### src/hw/rom_clk_consts.vh
// Offsets, field positions, reset values and timing counts of the bank
`ifndef ROM_CLK_CONSTS_VH
`define ROM_CLK_CONSTS_VH

// ---------------------------------------------------------------
// Register offsets
// ---------------------------------------------------------------
`define ROM_CONFIG_CONTROL_OFS 32'h0A000000
`define UNIT_CLOCK_GATE_OFS 32'h0A000004
`define ROM_ACCESS_TIMING_OFS 32'h0A00000C

// ---------------------------------------------------------------
// Reset values and writable masks
// ---------------------------------------------------------------
`define ROM_CONFIG_RESET 16'h8000
`define ROM_CONFIG_MASK 16'hC017
`define CLOCK_GATE_RESET 16'h0000
`define CLOCK_GATE_MASK 16'h007E
`define ACCESS_TIMING_RESET 16'h700F
`define ACCESS_TIMING_MASK 16'h700F

// ---------------------------------------------------------------
// Field positions
// ---------------------------------------------------------------
`define ROM_SIZE_HI 15
`define ROM_SIZE_LO 14
`define FLASH_WE_BIT 4
`define ROM_TYPE_HI 2
`define ROM_TYPE_LO 1
`define RESET_OUT_BIT 0
`define SERIAL_CLOCKED_PCLK_BIT 6
`define AUDIO_PCLK_BIT 5
`define TOUCH_PCLK_BIT 4
`define CONVERTER_PCLK_BIT 3
`define UART_REF_CLK_BIT 2
`define CONVERTER_REF_CLK_BIT 1
`define PAGE_WAIT_HI 14
`define PAGE_WAIT_LO 12
`define ROM_WAIT_HI 3
`define ROM_WAIT_LO 0

// ---------------------------------------------------------------
// Field encodings
// ---------------------------------------------------------------
`define SIZE_32MBIT 2'h1
`define SIZE_64MBIT 2'h2
`define TYPE_ORDINARY 2'h0
`define TYPE_FLASH 2'h1
`define TYPE_PAGE 2'h2

// ---------------------------------------------------------------
// Timing: access time in half peripheral-clock periods
// ---------------------------------------------------------------
`define PERIPH_DIV_RESET 2
`define ACCESS_BASE_HALVES 6'h03
`define ACCESS_STEP_HALVES 6'h02
`define PAGE_BURST_MAX 8

`endif

### src/hw/rom_access_timer.v
// Down counter that times one ROM access phase
`timescale 1ns/1ps
module rom_access_timer (
  input wire clk,
  input wire rst,
  input wire load,
  input wire [5:0] loadCount,
  output wire expire,
  output wire busy
);

  reg [5:0] count_reg;
  reg [5:0] count_next;

  // ---------------------------------------------------------------
  // Counter
  // ---------------------------------------------------------------
  always @* begin
    count_next = count_reg;
    if (load) begin
      count_next = loadCount;
    end else if (count_reg != 6'h00) begin
      count_next = count_reg - 6'h01;
    end
  end

  always @(posedge clk or posedge rst) begin
    if (rst) begin
      count_reg <= 6'h00;
    end else begin
      count_reg <= count_next;
    end
  end

  // Last cycle of the phase
  assign expire = (count_reg == 6'h01);
  assign busy = (count_reg != 6'h00);

endmodule

### src/hw/rom_bank_decode.v
// Maps a ROM-space address to one of four banks by the size setting
`timescale 1ns/1ps
`include "rom_clk_consts.vh"
module rom_bank_decode (
  input wire [24:0] addr,
  input wire [1:0] romSizeSel,
  output reg [3:0] bankSel,
  output reg inRange
);

  // ---------------------------------------------------------------
  // Decode
  // ---------------------------------------------------------------
  // One size for all four banks, so no per-bank base registers
  always @* begin
    bankSel = 4'h0;
    inRange = 1'b0;
    case (romSizeSel)
      `SIZE_32MBIT: begin
        // 4 MB banks in the upper half; lower half unused
        inRange = addr[24];
        if (addr[24]) begin
          bankSel = 4'h1 << addr[23:22];
        end
      end
      `SIZE_64MBIT: begin
        inRange = 1'b1;
        bankSel = 4'h1 << addr[24:23];
      end
      default: begin
        // Reserved sizes select nothing
        inRange = 1'b0;
      end
    endcase
  end

endmodule

### src/hw/rom_and_clock_gate_regs.v
// ROM configuration, unit clock gate and ROM timing registers with engine
// Function
// Size field picks 32 or 64 Mbit
// Reserved bits always read back zero
// Flash write-enable bit gates write strobe
// Type field picks ordinary, flash, page ROM
// Software sets flash type and enable first
// Software avoids ROM writes unless flash type
// Control bit low drives reset pin low
// Control bit ignored when pin is GPIO
// Type and size shared by four banks
// Bits six to three gate peripheral clocks
// Bits two and one gate reference clock
// Clock gate bit zero written, read zero
// Page wait 1.5 to 8.5 cycles
// ROM wait 1.5 to 16.5 cycles
// Access timing shared by four banks
// Page burst at most eight halfwords
// Peripheral clock starts at core half rate
// Hibernate exit restores all reset values
// Reset output asserted until software releases
`timescale 1ns/1ps
`include "rom_clk_consts.vh"
module rom_and_clock_gate_regs (
  input wire clk,
  input wire rst,
  input wire hibernateExit,
  input wire [31:0] regAddr,
  input wire regWrite,
  input wire regRead,
  input wire [15:0] regWrData,
  output reg [15:0] regRdData,
  output reg regRdValid,
  input wire romReq,
  input wire romWrite,
  input wire [24:0] romAddr,
  input wire [2:0] romBurstLen,
  output reg romBusy,
  output reg romBeat,
  output reg romDone,
  output reg romReject,
  output reg [24:0] romAddrOut,
  output reg [3:0] romCsN,
  output reg romOeN,
  output reg romWeN,
  input wire sharedPinIsReset,
  input wire gpioOut,
  input wire gpioOe,
  output reg sharedPinOut,
  output reg sharedPinOe,
  output reg serialClockedPclkEn,
  output reg audioPclkEn,
  output reg touchPclkEn,
  output reg converterPclkEn,
  output reg uartRefClkEn,
  output reg converterRefClkEn,
  output reg periphClk
);

  // ---------------------------------------------------------------
  // Local definitions
  // ---------------------------------------------------------------
  localparam ST_IDLE = 2'h0;
  localparam ST_FIRST = 2'h1;
  localparam ST_PAGE = 2'h2;
  localparam ST_FINISH = 2'h3;

  // Half periph_clk periods; one clk cycle is half a periph_clk period
  function [5:0] waitHalves;
    input [3:0] code;
    begin
      waitHalves = `ACCESS_BASE_HALVES + {1'b0, code, 1'b0};
    end
  endfunction

  reg [15:0] romConfig_reg;
  reg [15:0] clockGate_reg;
  reg [15:0] accessTiming_reg;
  reg [1:0] state_reg;
  reg [1:0] state_next;
  reg [24:0] romAddrOut_next;
  reg [2:0] beatsLeft_reg;
  reg [2:0] beatsLeft_next;
  reg isWrite_reg;
  reg isWrite_next;
  reg [3:0] romCsN_next;
  reg romOeN_next;
  reg romWeN_next;
  reg romBeat_next;
  reg romDone_next;
  reg romReject_next;
  reg timerLoad;
  reg [5:0] timerCount;
  reg [15:0] rdMux;

  wire selConfig;
  wire selGate;
  wire selTiming;
  wire [1:0] romType;
  wire [1:0] romSizeSel;
  wire flashWriteEnable;
  wire writeAllowed;
  wire pageMode;
  wire [3:0] romWait;
  wire [3:0] pageRomWait;
  wire [3:0] bankSel;
  wire bankInRange;
  wire timerExpire;

  assign selConfig = (regAddr == `ROM_CONFIG_CONTROL_OFS);
  assign selGate = (regAddr == `UNIT_CLOCK_GATE_OFS);
  assign selTiming = (regAddr == `ROM_ACCESS_TIMING_OFS);

  assign romSizeSel = romConfig_reg[`ROM_SIZE_HI:`ROM_SIZE_LO];
  assign romType = romConfig_reg[`ROM_TYPE_HI:`ROM_TYPE_LO];
  assign flashWriteEnable = romConfig_reg[`FLASH_WE_BIT];
  // Writes outside flash type are dropped rather than left undefined
  assign writeAllowed = flashWriteEnable && (romType == `TYPE_FLASH);
  assign pageMode = (romType == `TYPE_PAGE);
  assign romWait = accessTiming_reg[`ROM_WAIT_HI:`ROM_WAIT_LO];
  assign pageRomWait = {1'b0,
    accessTiming_reg[`PAGE_WAIT_HI:`PAGE_WAIT_LO]};

  // ---------------------------------------------------------------
  // Register writes
  // ---------------------------------------------------------------
  // Contents are lost in hibernate, so its exit reloads reset values
  always @(posedge clk or posedge rst) begin
    if (rst) begin
      romConfig_reg <= `ROM_CONFIG_RESET;
      clockGate_reg <= `CLOCK_GATE_RESET;
      accessTiming_reg <= `ACCESS_TIMING_RESET;
    end else if (hibernateExit) begin
      romConfig_reg <= `ROM_CONFIG_RESET;
      clockGate_reg <= `CLOCK_GATE_RESET;
      accessTiming_reg <= `ACCESS_TIMING_RESET;
    end else if (regWrite) begin
      if (selConfig) begin
        romConfig_reg <= regWrData & `ROM_CONFIG_MASK;
      end
      if (selGate) begin
        clockGate_reg <= regWrData & `CLOCK_GATE_MASK;
      end
      if (selTiming) begin
        accessTiming_reg <= regWrData & `ACCESS_TIMING_MASK;
      end
    end
  end

  // ---------------------------------------------------------------
  // Register reads
  // ---------------------------------------------------------------
  always @* begin
    rdMux = 16'h0000;
    if (selConfig) begin
      rdMux = romConfig_reg;
    end else if (selGate) begin
      rdMux = clockGate_reg;
    end else if (selTiming) begin
      rdMux = accessTiming_reg;
    end
  end

  // Unmapped offsets read as zero
  always @(posedge clk or posedge rst) begin
    if (rst) begin
      regRdData <= 16'h0000;
      regRdValid <= 1'b0;
    end else begin
      regRdValid <= regRead;
      if (regRead) begin
        regRdData <= rdMux;
      end
    end
  end

  // ---------------------------------------------------------------
  // Clock gates and peripheral clock
  // ---------------------------------------------------------------
  // Enables only; the gating cells sit beside each unit
  always @(posedge clk or posedge rst) begin
    if (rst) begin
      serialClockedPclkEn <= 1'b0;
      audioPclkEn <= 1'b0;
      touchPclkEn <= 1'b0;
      converterPclkEn <= 1'b0;
      uartRefClkEn <= 1'b0;
      converterRefClkEn <= 1'b0;
      periphClk <= 1'b0;
    end else begin
      serialClockedPclkEn <= clockGate_reg[`SERIAL_CLOCKED_PCLK_BIT];
      audioPclkEn <= clockGate_reg[`AUDIO_PCLK_BIT];
      touchPclkEn <= clockGate_reg[`TOUCH_PCLK_BIT];
      converterPclkEn <= clockGate_reg[`CONVERTER_PCLK_BIT];
      uartRefClkEn <= clockGate_reg[`UART_REF_CLK_BIT];
      converterRefClkEn <= clockGate_reg[`CONVERTER_REF_CLK_BIT];
      // Fixed divide by two; other ratios live outside this bank
      periphClk <= ~periphClk;
    end
  end

  // ---------------------------------------------------------------
  // Shared reset pin
  // ---------------------------------------------------------------
  always @(posedge clk or posedge rst) begin
    if (rst) begin
      sharedPinOut <= 1'b0;
      sharedPinOe <= 1'b0;
    end else if (sharedPinIsReset) begin
      sharedPinOut <= romConfig_reg[`RESET_OUT_BIT];
      sharedPinOe <= 1'b1;
    end else begin
      sharedPinOut <= gpioOut;
      sharedPinOe <= gpioOe;
    end
  end

  // ---------------------------------------------------------------
  // ROM access engine
  // ---------------------------------------------------------------
  rom_bank_decode bankDecode (
    .addr(romAddr),
    .romSizeSel(romSizeSel),
    .bankSel(bankSel),
    .inRange(bankInRange)
  );

  rom_access_timer accessTimer (
    .clk(clk),
    .rst(rst),
    .load(timerLoad),
    .loadCount(timerCount),
    .expire(timerExpire),
    .busy()
  );

  always @* begin
    state_next = state_reg;
    romAddrOut_next = romAddrOut;
    beatsLeft_next = beatsLeft_reg;
    isWrite_next = isWrite_reg;
    romCsN_next = romCsN;
    romOeN_next = romOeN;
    romWeN_next = romWeN;
    romBeat_next = 1'b0;
    romDone_next = 1'b0;
    romReject_next = 1'b0;
    timerLoad = 1'b0;
    timerCount = waitHalves(romWait);
    case (state_reg)
      ST_IDLE: begin
        if (romReq) begin
          if (!bankInRange || (romWrite && !writeAllowed)) begin
            romReject_next = 1'b1;
          end else begin
            state_next = ST_FIRST;
            timerLoad = 1'b1;
            romAddrOut_next = romAddr;
            isWrite_next = romWrite;
            // Three-bit length caps a burst at eight halfwords
            beatsLeft_next = romWrite ? 3'h0 : romBurstLen;
            romCsN_next = ~bankSel;
            romOeN_next = romWrite;
            romWeN_next = ~romWrite;
          end
        end
      end
      ST_FIRST, ST_PAGE: begin
        if (timerExpire) begin
          romBeat_next = 1'b1;
          if (beatsLeft_reg == 3'h0) begin
            state_next = ST_FINISH;
            romCsN_next = 4'hF;
            romOeN_next = 1'b1;
            romWeN_next = 1'b1;
          end else begin
            state_next = ST_PAGE;
            beatsLeft_next = beatsLeft_reg - 3'h1;
            romAddrOut_next = romAddrOut + 25'h0000001;
            timerLoad = 1'b1;
            if (pageMode) begin
              timerCount = waitHalves(pageRomWait);
            end
          end
        end
      end
      ST_FINISH: begin
        romDone_next = 1'b1;
        state_next = ST_IDLE;
      end
      default: begin
        state_next = ST_IDLE;
      end
    endcase
  end

  always @(posedge clk or posedge rst) begin
    if (rst) begin
      state_reg <= ST_IDLE;
      romAddrOut <= 25'h0000000;
      beatsLeft_reg <= 3'h0;
      isWrite_reg <= 1'b0;
      romCsN <= 4'hF;
      romOeN <= 1'b1;
      romWeN <= 1'b1;
      romBeat <= 1'b0;
      romDone <= 1'b0;
      romReject <= 1'b0;
      romBusy <= 1'b0;
    end else begin
      state_reg <= state_next;
      romAddrOut <= romAddrOut_next;
      beatsLeft_reg <= beatsLeft_next;
      isWrite_reg <= isWrite_next;
      romCsN <= romCsN_next;
      romOeN <= romOeN_next;
      romWeN <= romWeN_next;
      romBeat <= romBeat_next;
      romDone <= romDone_next;
      romReject <= romReject_next;
      romBusy <= (state_next != ST_IDLE);
    end
  end

endmodule

### config.mk
export PLATFORM = sky130hd
export DESIGN_NAME = rom_and_clock_gate_regs
export DESIGN_NICKNAME = d
export VERILOG_FILES = /design/src/hw/rom_access_timer.v /design/src/hw/rom_bank_decode.v /design/src/hw/rom_and_clock_gate_regs.v
export VERILOG_INCLUDE_DIRS = /design/src /design/src/hw
export SDC_FILE = /design/constraint.sdc
export NUM_CORES = 1
export LEC_CHECK = 0
export ABC_AREA = 0
export ABC_CLOCK_PERIOD_IN_PS = 2300
export BUFFER_PORTS_ARGS = -buffer_cell sky130_fd_sc_hd__buf_2
export CAP_MARGIN = 20
export CORE_ASPECT_RATIO = 0.8
export CORE_MARGIN = 2
export CORE_UTILIZATION = 45
export DETAILED_ROUTE_END_ITERATION = 16
export PLACE_DENSITY = 0.75
export SETUP_SLACK_MARGIN = 0.5
export SLEW_MARGIN = 20
export SYNTH_ARGS = -nofsm -noshare
export SYNTH_HDL_FRONTEND = slang
export SYNTH_SLANG_ARGS = --single-unit
export TNS_END_PERCENT = 20
### constraint.sdc
create_clock -name clk -period 2.3 [get_ports clk]
set_clock_uncertainty 0.1 [all_clocks]
set_input_delay 0.115 -clock clk [delete_from_list [all_inputs] [get_ports clk]]
set_output_delay 0.115 -clock clk [all_outputs]
set_load 0.02 [all_outputs]
==> key figures, run 1 <==
Floorplanning
  – Die W: roughly 120 um
  – Number of top-level pins: 147
  – Row count: 33
  – Height of the die: 95.1 um
  – Die area: 11200 um^2
  – Starting Density: 45.9%
  – Core area: 10200 um^2

Drt
  – DRC viols: 0
  – Final antenna-violating net count: 0
  – Final wirelength: 14.3 mm
  – DR WL/cell: about 17 um
  – Via count: 4673
  – Avg Vias per Cell: 5.64
  – DRT iter0 DRCs: roughly 360
  – TritonRoute pass-1 iters: 5

Status
  – Failing checks: hold timing, setup timing
  – Status: finished with violations

Synth
  – XOR/XNOR Fraction of Synth Area: 1.31%
  – Sequential share of the synthesized area: 46.5%
  – YS warnings: 0
  – Netlist Area Pre-Place: 4670 um^2
  – Post-synthesis simple-gate area fraction: 20.2%
  – Adder-Cell Fraction of Synth Area: 3.22%
  – EDFF count, synth: 0
  – Synth Flop Type: dfrtp_1
  – Post-synthesis mux area share: roughly 7.6%
  – Fraction of registers with async set/reset: 100%
  – Compound-cell area share of the yosys netlist: 16.6%
  – Syn_area_per_cell: 9.85 um^2
  – Largest family of logic cells by synthesized area: simple AND/OR/NAND/NOR gates
  – Synth unique cells: 70
  – Post-Syn Instances: between 400 and 500
  – Yosys reg bits: 86

Hold path
  – Min-delay src: romAddr[21]
  – Path type of the worst min-delay path: in -> reg
  – Worst hold path depth: 3

Global routing
  – Vias in the first global route: 4392
  – Total gr overflow: 0
  – First-pass GRT wire length: 21.7 mm
  – Largest net degree at the start of global routing: 87
  – All-Layer GR Usage: 24.2%
  – Initial antenna violation count: 1

Setup path
  – CP max stage delay: roughly 0.54 ns
  – Buffers & Inverters on Critical Path: 1
  – Worst Setup Start Kind: flop
  – Critical Path Slowest Stage Cell: or4_4
  – CP Data Arrival Time: 2.47 ns
  – WP depth: 6
  – Type of the worst setup path: reg -> reg
  – Worst-path maximum fanout: 5
  – Critical path required time: 2.42 ns
  – R2r startpoint: accessTimer.count_reg[2]
  – FF-to-FF path depth: 6
  – Critical path cell sequence: or4_4 > buf_4 > nor3_4 > nand4_1 > a32o_1 > or3b_1
  – CP Capture Type: flop
  – Crit path from: accessTimer.count_reg[2]
  – Family with the most delay on the worst path: simple AND/OR/NAND/NOR gates

Cells and area
  – Final nets: 781
  – Fillers: approximately 740
  – Share of cells above drive strength 1: 40.7%
  – Largest register FFs: 25
  – Final Core Density: ~67%
  – Design Area, Final: 6810 um^2
  – Area delta synth->final: 46.0%
  – Non-Filler Instances: roughly 830

CTS
  – CTS buffer count: 9
  – TritonCTS clock tree: built
  – Clock transition at path regs: 0.07 ns
  – Clock root buffer master: clkbuf_16
  – Clock Latency Late Sink: 0.34 ns
  – Clock buffer depth: 2
  – CTS HTree Levels: 3
  – CTS sink cnt: 86

Placement
  – Placer Congestion: 0.839
  – Inst Count DP: 762
  – Area after DPL: 5700 um^2
  – Port Buffer Count: 136
  – Dpl hpwl: roughly 9.0 mm

Timing
  – Min Hold Slack: -0.00732 ns
  – Fin crit share: 102%
  – Fmax: about 430 MHz
  – Tmin final: 2.35 ns
  – Pins over their slew limit: 0
  – Fin worst setup slack: -0.0472 ns
  – RSZ-0062 raised after global routing: true
  – Hold Fails Final Rpt: 3
  – Final setup violation count: 2
  – Final setup TNS: -0.0611 ns

Power
  – Max VDD drop: ~0.00039 V
  – Pwr Density: roughly 500 nW/um^2
  – Lkg Pwr: 3.17 nW

Flow run
  – Max-cap violations: 0
==> logic make-up (layout without fill, tap and decap cells) <==
logic type,count (synthesis),in the layout
AO/OA/AOI/OAI,110,111
adder cells (fa/ha/maj),12,12
AND/OR/NAND/NOR,176,176
other,1,6
multiplexers,35,35
buffers and inverters,47,256
XOR/XNOR,7,7
flip-flops,86,86
==> cell usage in the layout, fill, tap and decap left out, types with 4 or more instances in the layout <==
cell             n
buf_2          137
dfrtp_1         71
nand2_1         59
buf_4           36
dlygate4sd3_1   35
mux2i_1         31
a21oi_1         23
nor2_1          22
inv_1           16
nand4_1         14
dfstp_2         14
nand3_1         13
nor4_1          11
o21ai_0         11
o22ai_1         11
clkbuf_16       10
and3_1           8
ha_1             8
a2bb2oi_2        7
a21oi_2          7
o211ai_1         7
nor2_4           6
o2bb2ai_1        5
conb_1           5
buf_12           5
a21oi_4          4
xor2_1           4
nor3_1           4
ha_4             4
==> final timing paths <==
kind                                        end  slack [ns]
max in group asynchronous  accessTiming_reg[12]        1.34
setup reg to reg                  romAddrOut[4]       -0.05
min in group asynchronous           sharedPinOe        0.34
hold reg to reg                       periphClk        0.31
setup / recovery                  romAddrOut[4]       -0.05
hold / removal                   romAddrOut[21]      -0.007
==> per-stage QoR <==
| stage | setup WS (ns) | power, mW | hold slack, ns |
|---|---|---|---|
| final | -0.0472 | 3.42 | -0.00732 |
| after global routing | -0.107 | 3.51 | 0.0134 |
| after CTS | 0.00145 | 3.43 | 0.00122 |
| after detailed placement | -0.0225 | 1.72 | 0.183 |
| after global placement | 0.0137 | 1.71 | 0.180 |
| after floorplan | 0.00821 | 1.62 | 0.0464 |
==> power by group <==
part,internal (mW),leakage [nW],switching (mW)
sequential,1.52,1.09,0.00182
combinational,0.116,1.91,0.115
clock,1.01,0.168,0.663
total,2.64,3.17,0.780
==> worst reg2reg max path: cells and delay by family, from the launching register on <==
family | cells | cell delay [ns]
AOI/OAI and AO/OA | 1 | 0.29
buffers and inverters | 1 | 0.17
DFF | 1 | 0.39
and+or+nand+nor | 4 | 1.27
==> cell usage after synthesis, types with 5 or more instances <==
cell       count  share of area (%)
buf_4          5               0.80
a2bb2oi_1     10                1.9
inv_1         20                1.6
and3_1         8                1.1
dfstp_2       14                7.9
nand3_1       13                1.4
o2bb2ai_1      5               0.94
nand4_1       14                1.9
a21oi_1       34                3.6
nor4_1        12                1.6
o22ai_1       11                1.5
ha_1          12                3.2
clkbuf_1      14                1.1
mux2i_1       32                6.9
o211ai_1       7                1.1
nand2_1       62                5.0
nor2_1        30                2.4
o21ai_0       12                1.3
dfrtp_1       72                 39
==> metal layers <==
| metal | GRT usage, % | up-vias | wire length, um |
|---|---|---|---|
| li1 | - | 2169 | - |
| met1 | 32.9 | 2286 | 6300 |
| met2 | 39.4 | 184 | 6830 |
| met3 | 4.55 | 34 | 861 |
| met4 | 8.03 | 0 | 293 |
| met5 | 0 | - | 0 |
==> timing repair <==
action / in CTS / in global routing
hold buffers: 33 / 2
setup endpoints to repair: 43 / 44
cloned: 1 / 2
pin swaps: 11 / 28
endpoints found under the hold margin: 111 / 2
setup buffers: 6 / 6
resized for setup: 18 / 48
==> area by class of cell <==
cell class,instances,area (um^2),share of cell area [%]
clock buffers,10,239,3.51
clock inverters,6,100,1.47
inverters,22,90.1,1.32
repair buffers,218,1480,21.7
diodes,1,2.50,0.0367
flip-flops and latches,86,2170,31.9
well taps,140,175,2.57
multi-input cells,346,2560,37.5
No activity file was read; power rests on OpenSTA's default activity.
==> run 2: changes to the inputs <==
- BUFFER_PORTS_ARGS: -buffer_cell sky130_fd_sc_hd__buf_2 -> unset
- DONT_BUFFER_PORTS: unset -> 1
- PLACE_DENSITY: 0.75 -> unset
==> run 2 against run 1 <==
- the run now ends clean
- cell count is 13% lower
- sequential power hardly changed
- total power is 5.1% lower
- worst hold slack better by 0.057 ns
- utilization is 3.7 points lower
- die area stayed put
- maximum frequency is 2.1% higher
- largest power group unchanged
==> key figures, run 2 (synthesis gave the netlist of run 1 again) <==
Floorplanning
  – Number of top-level pins: between 100 and 150
  – Die area: roughly 11000 um^2
  – Core area: 10200 um^2
  – Die W: around 120 um
  – Height of the die: between 90 and 100 um
  – Starting Density: 45.9%
  – Row count: 33

Timing
  – Fin crit share: between 90 and 100%
  – Final setup violation count: 0
  – RSZ-0062 raised after global routing: true
  – Slew @ Worst Pin: between 0.6 and 0.7 ns
  – Tmin final: between 2 and 2.5 ns
  – Fmax: around 440 MHz
  – Min Hold Slack: 0.0494 ns
  – Hold Fails Final Rpt: 0
  – Pins over their slew limit: 0
  – Slew margin rel.: between 50% and 60%

Global routing
  – Met3 Usage GRT: around 7%
  – Grt met2 use: 36.3%
  – Total gr overflow: 0
  – All-Layer GR Usage: 23.9%
  – Initial antenna violation count: 0
  – Vias in the first global route: 4075
  – First-pass GRT wire length: about 21 mm
  – Largest net degree at the start of global routing: between 40 and 50
  – GR peak layer: met2
  – Global-route track usage on met1: 33.6%

Power
  – Pwr Density: 504 nW/um^2
  – Lkg Pwr: around 2.7 nW
  – NetSw: just under 0.7 mW
  – Max VDD drop: 0.000482 V
  – Flop pwr share: 47.0%
  – Net Sw Frac: 21.5%
  – Clk network pwr share: between 40% and 50%
  – Internal power: between 2 and 3 mW
  – Logic pwr share: 5.2%

Setup path
  – Critical path cell sequence: inv_1 > ha_2 > nand2_4 > nor3_4 > nand4_1 > a32o_1 > or3b_1
  – CP max stage delay: approximately 0.38 ns
  – CP Capture Type: flop
  – R2r startpoint: state_reg[1]
  – Critical Path Slowest Stage Cell: ha_2
  – CP Data Arrival Time: 2.41 ns
  – Type of the worst setup path: reg -> reg
  – Worst Setup Start Kind: flop
  – Worst-path maximum fanout: 5
  – Crit path from: state_reg[1]
  – Critical path required time: about 2.4 ns

Placement
  – Dpl hpwl: about 8.9 mm
  – Port Buffer Count: 0
  – Placer Congestion: approximately 0.85
  – Area after DPL: 5090 um^2

Status
  – Status: finished clean

CTS
  – CTS sink cnt: 86
  – Clock root buffer master: clkbuf_16
  – Clock transition at path regs: 0.06 ns
  – Clock buffer depth: 2
  – TritonCTS clock tree: built
  – CTS HTree Levels: 3
  – CTS buffer count: 9
  – Clock Latency Late Sink: 0.34 ns

Drt
  – Avg Vias per Cell: 5.76
  – Via count: 4145
  – Final wirelength: approximately 14 mm
  – Final antenna-violating net count: 0
  – DR WL/cell: 18.9 um
  – DRT iter0 DRCs: 247
  – TritonRoute pass-1 iters: 4
  – DRC viols: 0

Flow run
  – Max-cap violations: 0

Cells and area
  – Most common cell after layout, fill and taps aside: dfrtp_1
  – Area delta synth->final: 37.9%
  – Share of cells above drive strength 1: 28.0%
  – Most frequent cells in the layout: 71 x dfrtp_1, 57 x nand2_1, 50 x dlygate4sd3_1
  – Antenna cells: 0
  – Design Area, Final: 6440 um^2
  – Final nets: between 600 and 700
  – Largest register FFs: 25

Hold path
  – Path type of the worst min-delay path: in -> reg
  – Min-delay src: regRead
==> run 2: cell types whose count changed in the layout (fill, tap and decap cells not counted), sizes merged <==
cell | previous run | this run
inv | 23 | 19
diode | 1 | 0
clkinvlp | 2 | 1
dlygate4sd3 | 35 | 50
buf | 182 | 59
clkbuf | 11 | 12
a22oi | 2 | 1
clkinv | 1 | 5
==> run 2: area by class of cell <==
type                    instances  area, um^2
repair buffers                110        1050
clock buffers                  11         233
multi-input cells             345        2650
clock inverters                 5        75.1
well taps                     140         175
flip-flops and latches         86        2170
fillers                       843        3720
inverters                      22        86.3
==> run 2: worst paths after layout <==
path | end | slack (ns) | cells past startpoint
worst max-delay path | romAddrOut[4] | 0.001 | 7
worst min-delay path | regRdData[5] | 0.05 | 2
worst max register to register | romAddrOut[4] | 0.001 | 7
worst min register to register | converterRefClkEn | 0.31 | 0
max in group asynchronous | accessTiming_reg[12] | 1.10 | 3
min in group asynchronous | romConfig_reg[2] | 0.25 | 2
==> run 2: worst max-delay path: cells and delay by family (launching register included) <==
family                   cells  cell delay [ns]
AND/OR/NAND/NOR              4             0.93
adder cells (fa/ha/maj)      1             0.38
AO/OA/AOI/OAI                1             0.29
flip-flops                   1             0.37
buffers and inverters        1             0.09
==> run 2: through the flow <==
stage	TNS, ns	util (%)	power, mW	std cells	worst slack, ns
2_1_floorplan	0	-	1.62	478	0.00821
3_3_place_gp	-0.00609	50.2	1.63	640	-0.00609
3_5_place_dp	-0.169	50.2	1.63	640	-0.0350
4_1_cts	-0.0164	61.1	3.27	711	-0.00832
5_1_grt	-0.401	63.4	3.34	719	-0.0684
6_report	0	63.4	3.24	719	0.00132
==> run 2: power groups by stage <==
| stage | Sequential, mW | Clock, mW | Combinational, mW |
|---|---|---|---|
| 4_1_cts | 1.52 | 1.57 | 0.169 |
| 5_1_grt | 1.52 | 1.63 | 0.185 |
| 3_3_place_gp | 1.55 | 0 | 0.0790 |
| 2_1_floorplan | 1.55 | 0 | 0.0677 |
| 3_5_place_dp | 1.55 | 0 | 0.0810 |
| 6_report | 1.52 | 1.55 | 0.170 |
==> run 2: timing repair <==
item                                    4_1_cts  5_1_grt
endpoints found under the setup margin       43       43
buffers inserted                              5        7
pin swaps                                    51       32
cloned                                        0        1
gates resized for setup                      58       36
hold buffers                                 50        0
hold endpoints to repair                     93        0
==> run 2: routing by layer <==
layer	vias up	share of wire, %	wire length, um
met3	20	6.8	921
met1	2033	47	6310
met5	-	0	0
met2	151	45	6100
met4	0	1.7	229
li1	1941	-	-
==> run 3: changes to the inputs <==
- ABC_CLOCK_PERIOD_IN_PS: 2300 -> 2700
- CORE_ASPECT_RATIO: 0.8 -> 1.75
- clock period: 2.3 -> 2.7 ns (I/O delays scaled with it)
==> run 3 against run 2 <==
- die area up 0.24%
- cell area down 7.7%
- worst hold slack worse by 0.032 ns
- sequential share of layout area up 2.8 points
- cell count down 4.6%
- first-iteration DRC count down 25%
- largest power group is now sequential cells
- highest routed layer unchanged
==> key figures, run 3 (synthesis gave the netlist of run 1 again) <==
Power
  – Lkg Pwr: between 2 and 3 nW
  – Max VDD drop: 0.000405 V
  – Total power: 2.68 mW
  – Pwr Density: between 400 and 500 nW/um^2

Drt
  – TritonRoute pass-1 iters: 4
  – Final antenna-violating net count: 0
  – DR WL/cell: 18.6 um
  – DRC viols: 0
  – DRT iter0 DRCs: 186
  – Final wirelength: 12.7 mm
  – Via count: 4010
  – Avg Vias per Cell: a little under 6

Global routing
  – Total gr overflow: 0
  – First-pass GRT wire length: 20.1 mm
  – Vias in the first global route: 4123
  – Initial antenna violation count: 0
  – Largest net degree at the start of global routing: 54
  – All-Layer GR Usage: between 20% and 30%

Cells and area
  – Footprint of the multi-input gates: 2390 um^2
  – Area delta synth->final: 27.3%
  – Final Core Density: between 50 and 60%
  – Most common cell after layout, fill and taps aside: dfrtp_1
  – Final nets: 652
  – Largest register FFs: 25
  – Reg area: 2170 um^2
  – Fillers: slightly below 900
  – Most frequent cells in the layout: 71 x dfrtp_1, 61 x nand2_1, 49 x dlygate4sd3_1
  – Antenna cells: 0
  – Share of cells above drive strength 1: 18.8%

Hold path
  – Worst hold path depth: 3
  – Min-delay src: romAddr[23]
  – Path type of the worst min-delay path: in -> reg
  – Hold path endpoint: romCsN[1]

Floorplanning
  – Height of the die: roughly 140 um
  – Starting Density: between 40% and 50%
  – Die W: 81.0 um
  – Row count: 49
  – Die area: 11200 um^2
  – Number of top-level pins: 147
  – Core area: slightly above 10000 um^2

Setup path
  – Type of the worst setup path: reg -> reg
  – Worst R2R End: romAddrOut[7]
  – CP Capture Type: flop
  – R2r startpoint: accessTimer.count_reg[3]
  – Reg2Reg Setup Slack: 0.38 ns
  – CP Data Arrival Time: 2.44 ns
  – Critical path required time: 2.82 ns
  – Worst-path maximum fanout: 4
  – Worst Setup Start Kind: flop
  – FF-to-FF path depth: 6

CTS
  – Clock Latency Late Sink: 0.34 ns
  – Clock buffer depth: 2
  – Clock transition at path regs: approximately 0.07 ns
  – Clock root buffer master: clkbuf_16
  – CTS buffer count: 9
  – TritonCTS clock tree: built
  – CTS sink cnt: 86
  – CTS HTree Levels: 3

Timing
  – Final setup TNS: 0 ns
  – Final setup violation count: 0
  – Hold Fails Final Rpt: 0
  – Tmin final: between 2 and 2.5 ns
  – Pins over their slew limit: 0
  – RSZ-0062 raised after global routing: true
  – Slew margin rel.: a little over half
  – Slew @ Worst Pin: 0.693 ns
  – Fmax: 432 MHz
  – Fin crit share: 85.8%

Placement
  – Placer Congestion: 0.849
  – Dpl hpwl: 8.88 mm
  – Port Buffer Count: 0

Status
  – Status: finished clean

Flow run
  – Max-cap violations: 0
==> run 3: cell type report <==
cell class	count	area share, %
Clock buffer	11	4.09
Clock inverter	5	0.990
Inverter	22	1.45
Multi-Input combinational cell	345	40.2
Sequential cell	86	36.5
Tap cell	127	2.67
Timing Repair Buffer	90	14.1
==> run 3: stage by stage <==
step                      area (um^2)  hold WS, ns  std cells  worst slack, ns
after floorplan                  4690       0.0664        478            0.408
after global placement           4870       0.0679        599            0.245
after detailed placement         4870       0.0678        599            0.213
after CTS                        5820      0.00864        677            0.390
after global routing             5940       0.0448        686            0.313
final                            5940       0.0175        686            0.383
==> run 3: timing repair <==
item | 4_1_cts | 5_1_grt
endpoints found under the setup margin | 36 | 37
hold buffers | 49 | 0
gates resized for setup | 13 | 8
setup buffers | 13 | 9
endpoints found under the hold margin | 139 | 0
pin swaps | 13 | 6
==> run 3: critical path, stage by stage, from the launching register on <==
cell and delay, ns:
dfrtp_1 0.37, or4_4 0.56, buf_4 0.15, nor4_2 0.41, and3_1 0.24, o21ai_1 0.07, a221o_1 0.30
==> run 3: per-layer routing <==
metal	track usage, %	part of all wire (%)	up-vias
met2	42.7	56	121
met4	9.37	1.8	0
met3	5.14	5.3	15
met5	0	0	-
li1	-	-	1891
met1	23.7	37	1983
==> run 3: where the power goes <==
group / total [mW] / switching, mW / internal [mW]
sequential: 1.30 / 0.00550 / 1.29
combinational: 0.135 / 0.0705 / 0.0649
clock: 1.25 / 0.507 / 0.742
==> run 3: worst max path at each step <==
stage / depth (start not counted) / from / to
6_report: 6 / accessTimer.count_reg[3] / romAddrOut[7]
5_1_grt: 6 / accessTimer.count_reg[3] / romAddrOut[7]
2_1_floorplan: 8 / state_reg[1] / accessTimer.count_reg[1]
3_5_place_dp: 7 / romConfig_reg[15] / romAddrOut[15]
4_1_cts: 6 / accessTimer.count_reg[3] / accessTimer.count_reg[3]
3_3_place_gp: 7 / romConfig_reg[15] / romAddrOut[15]
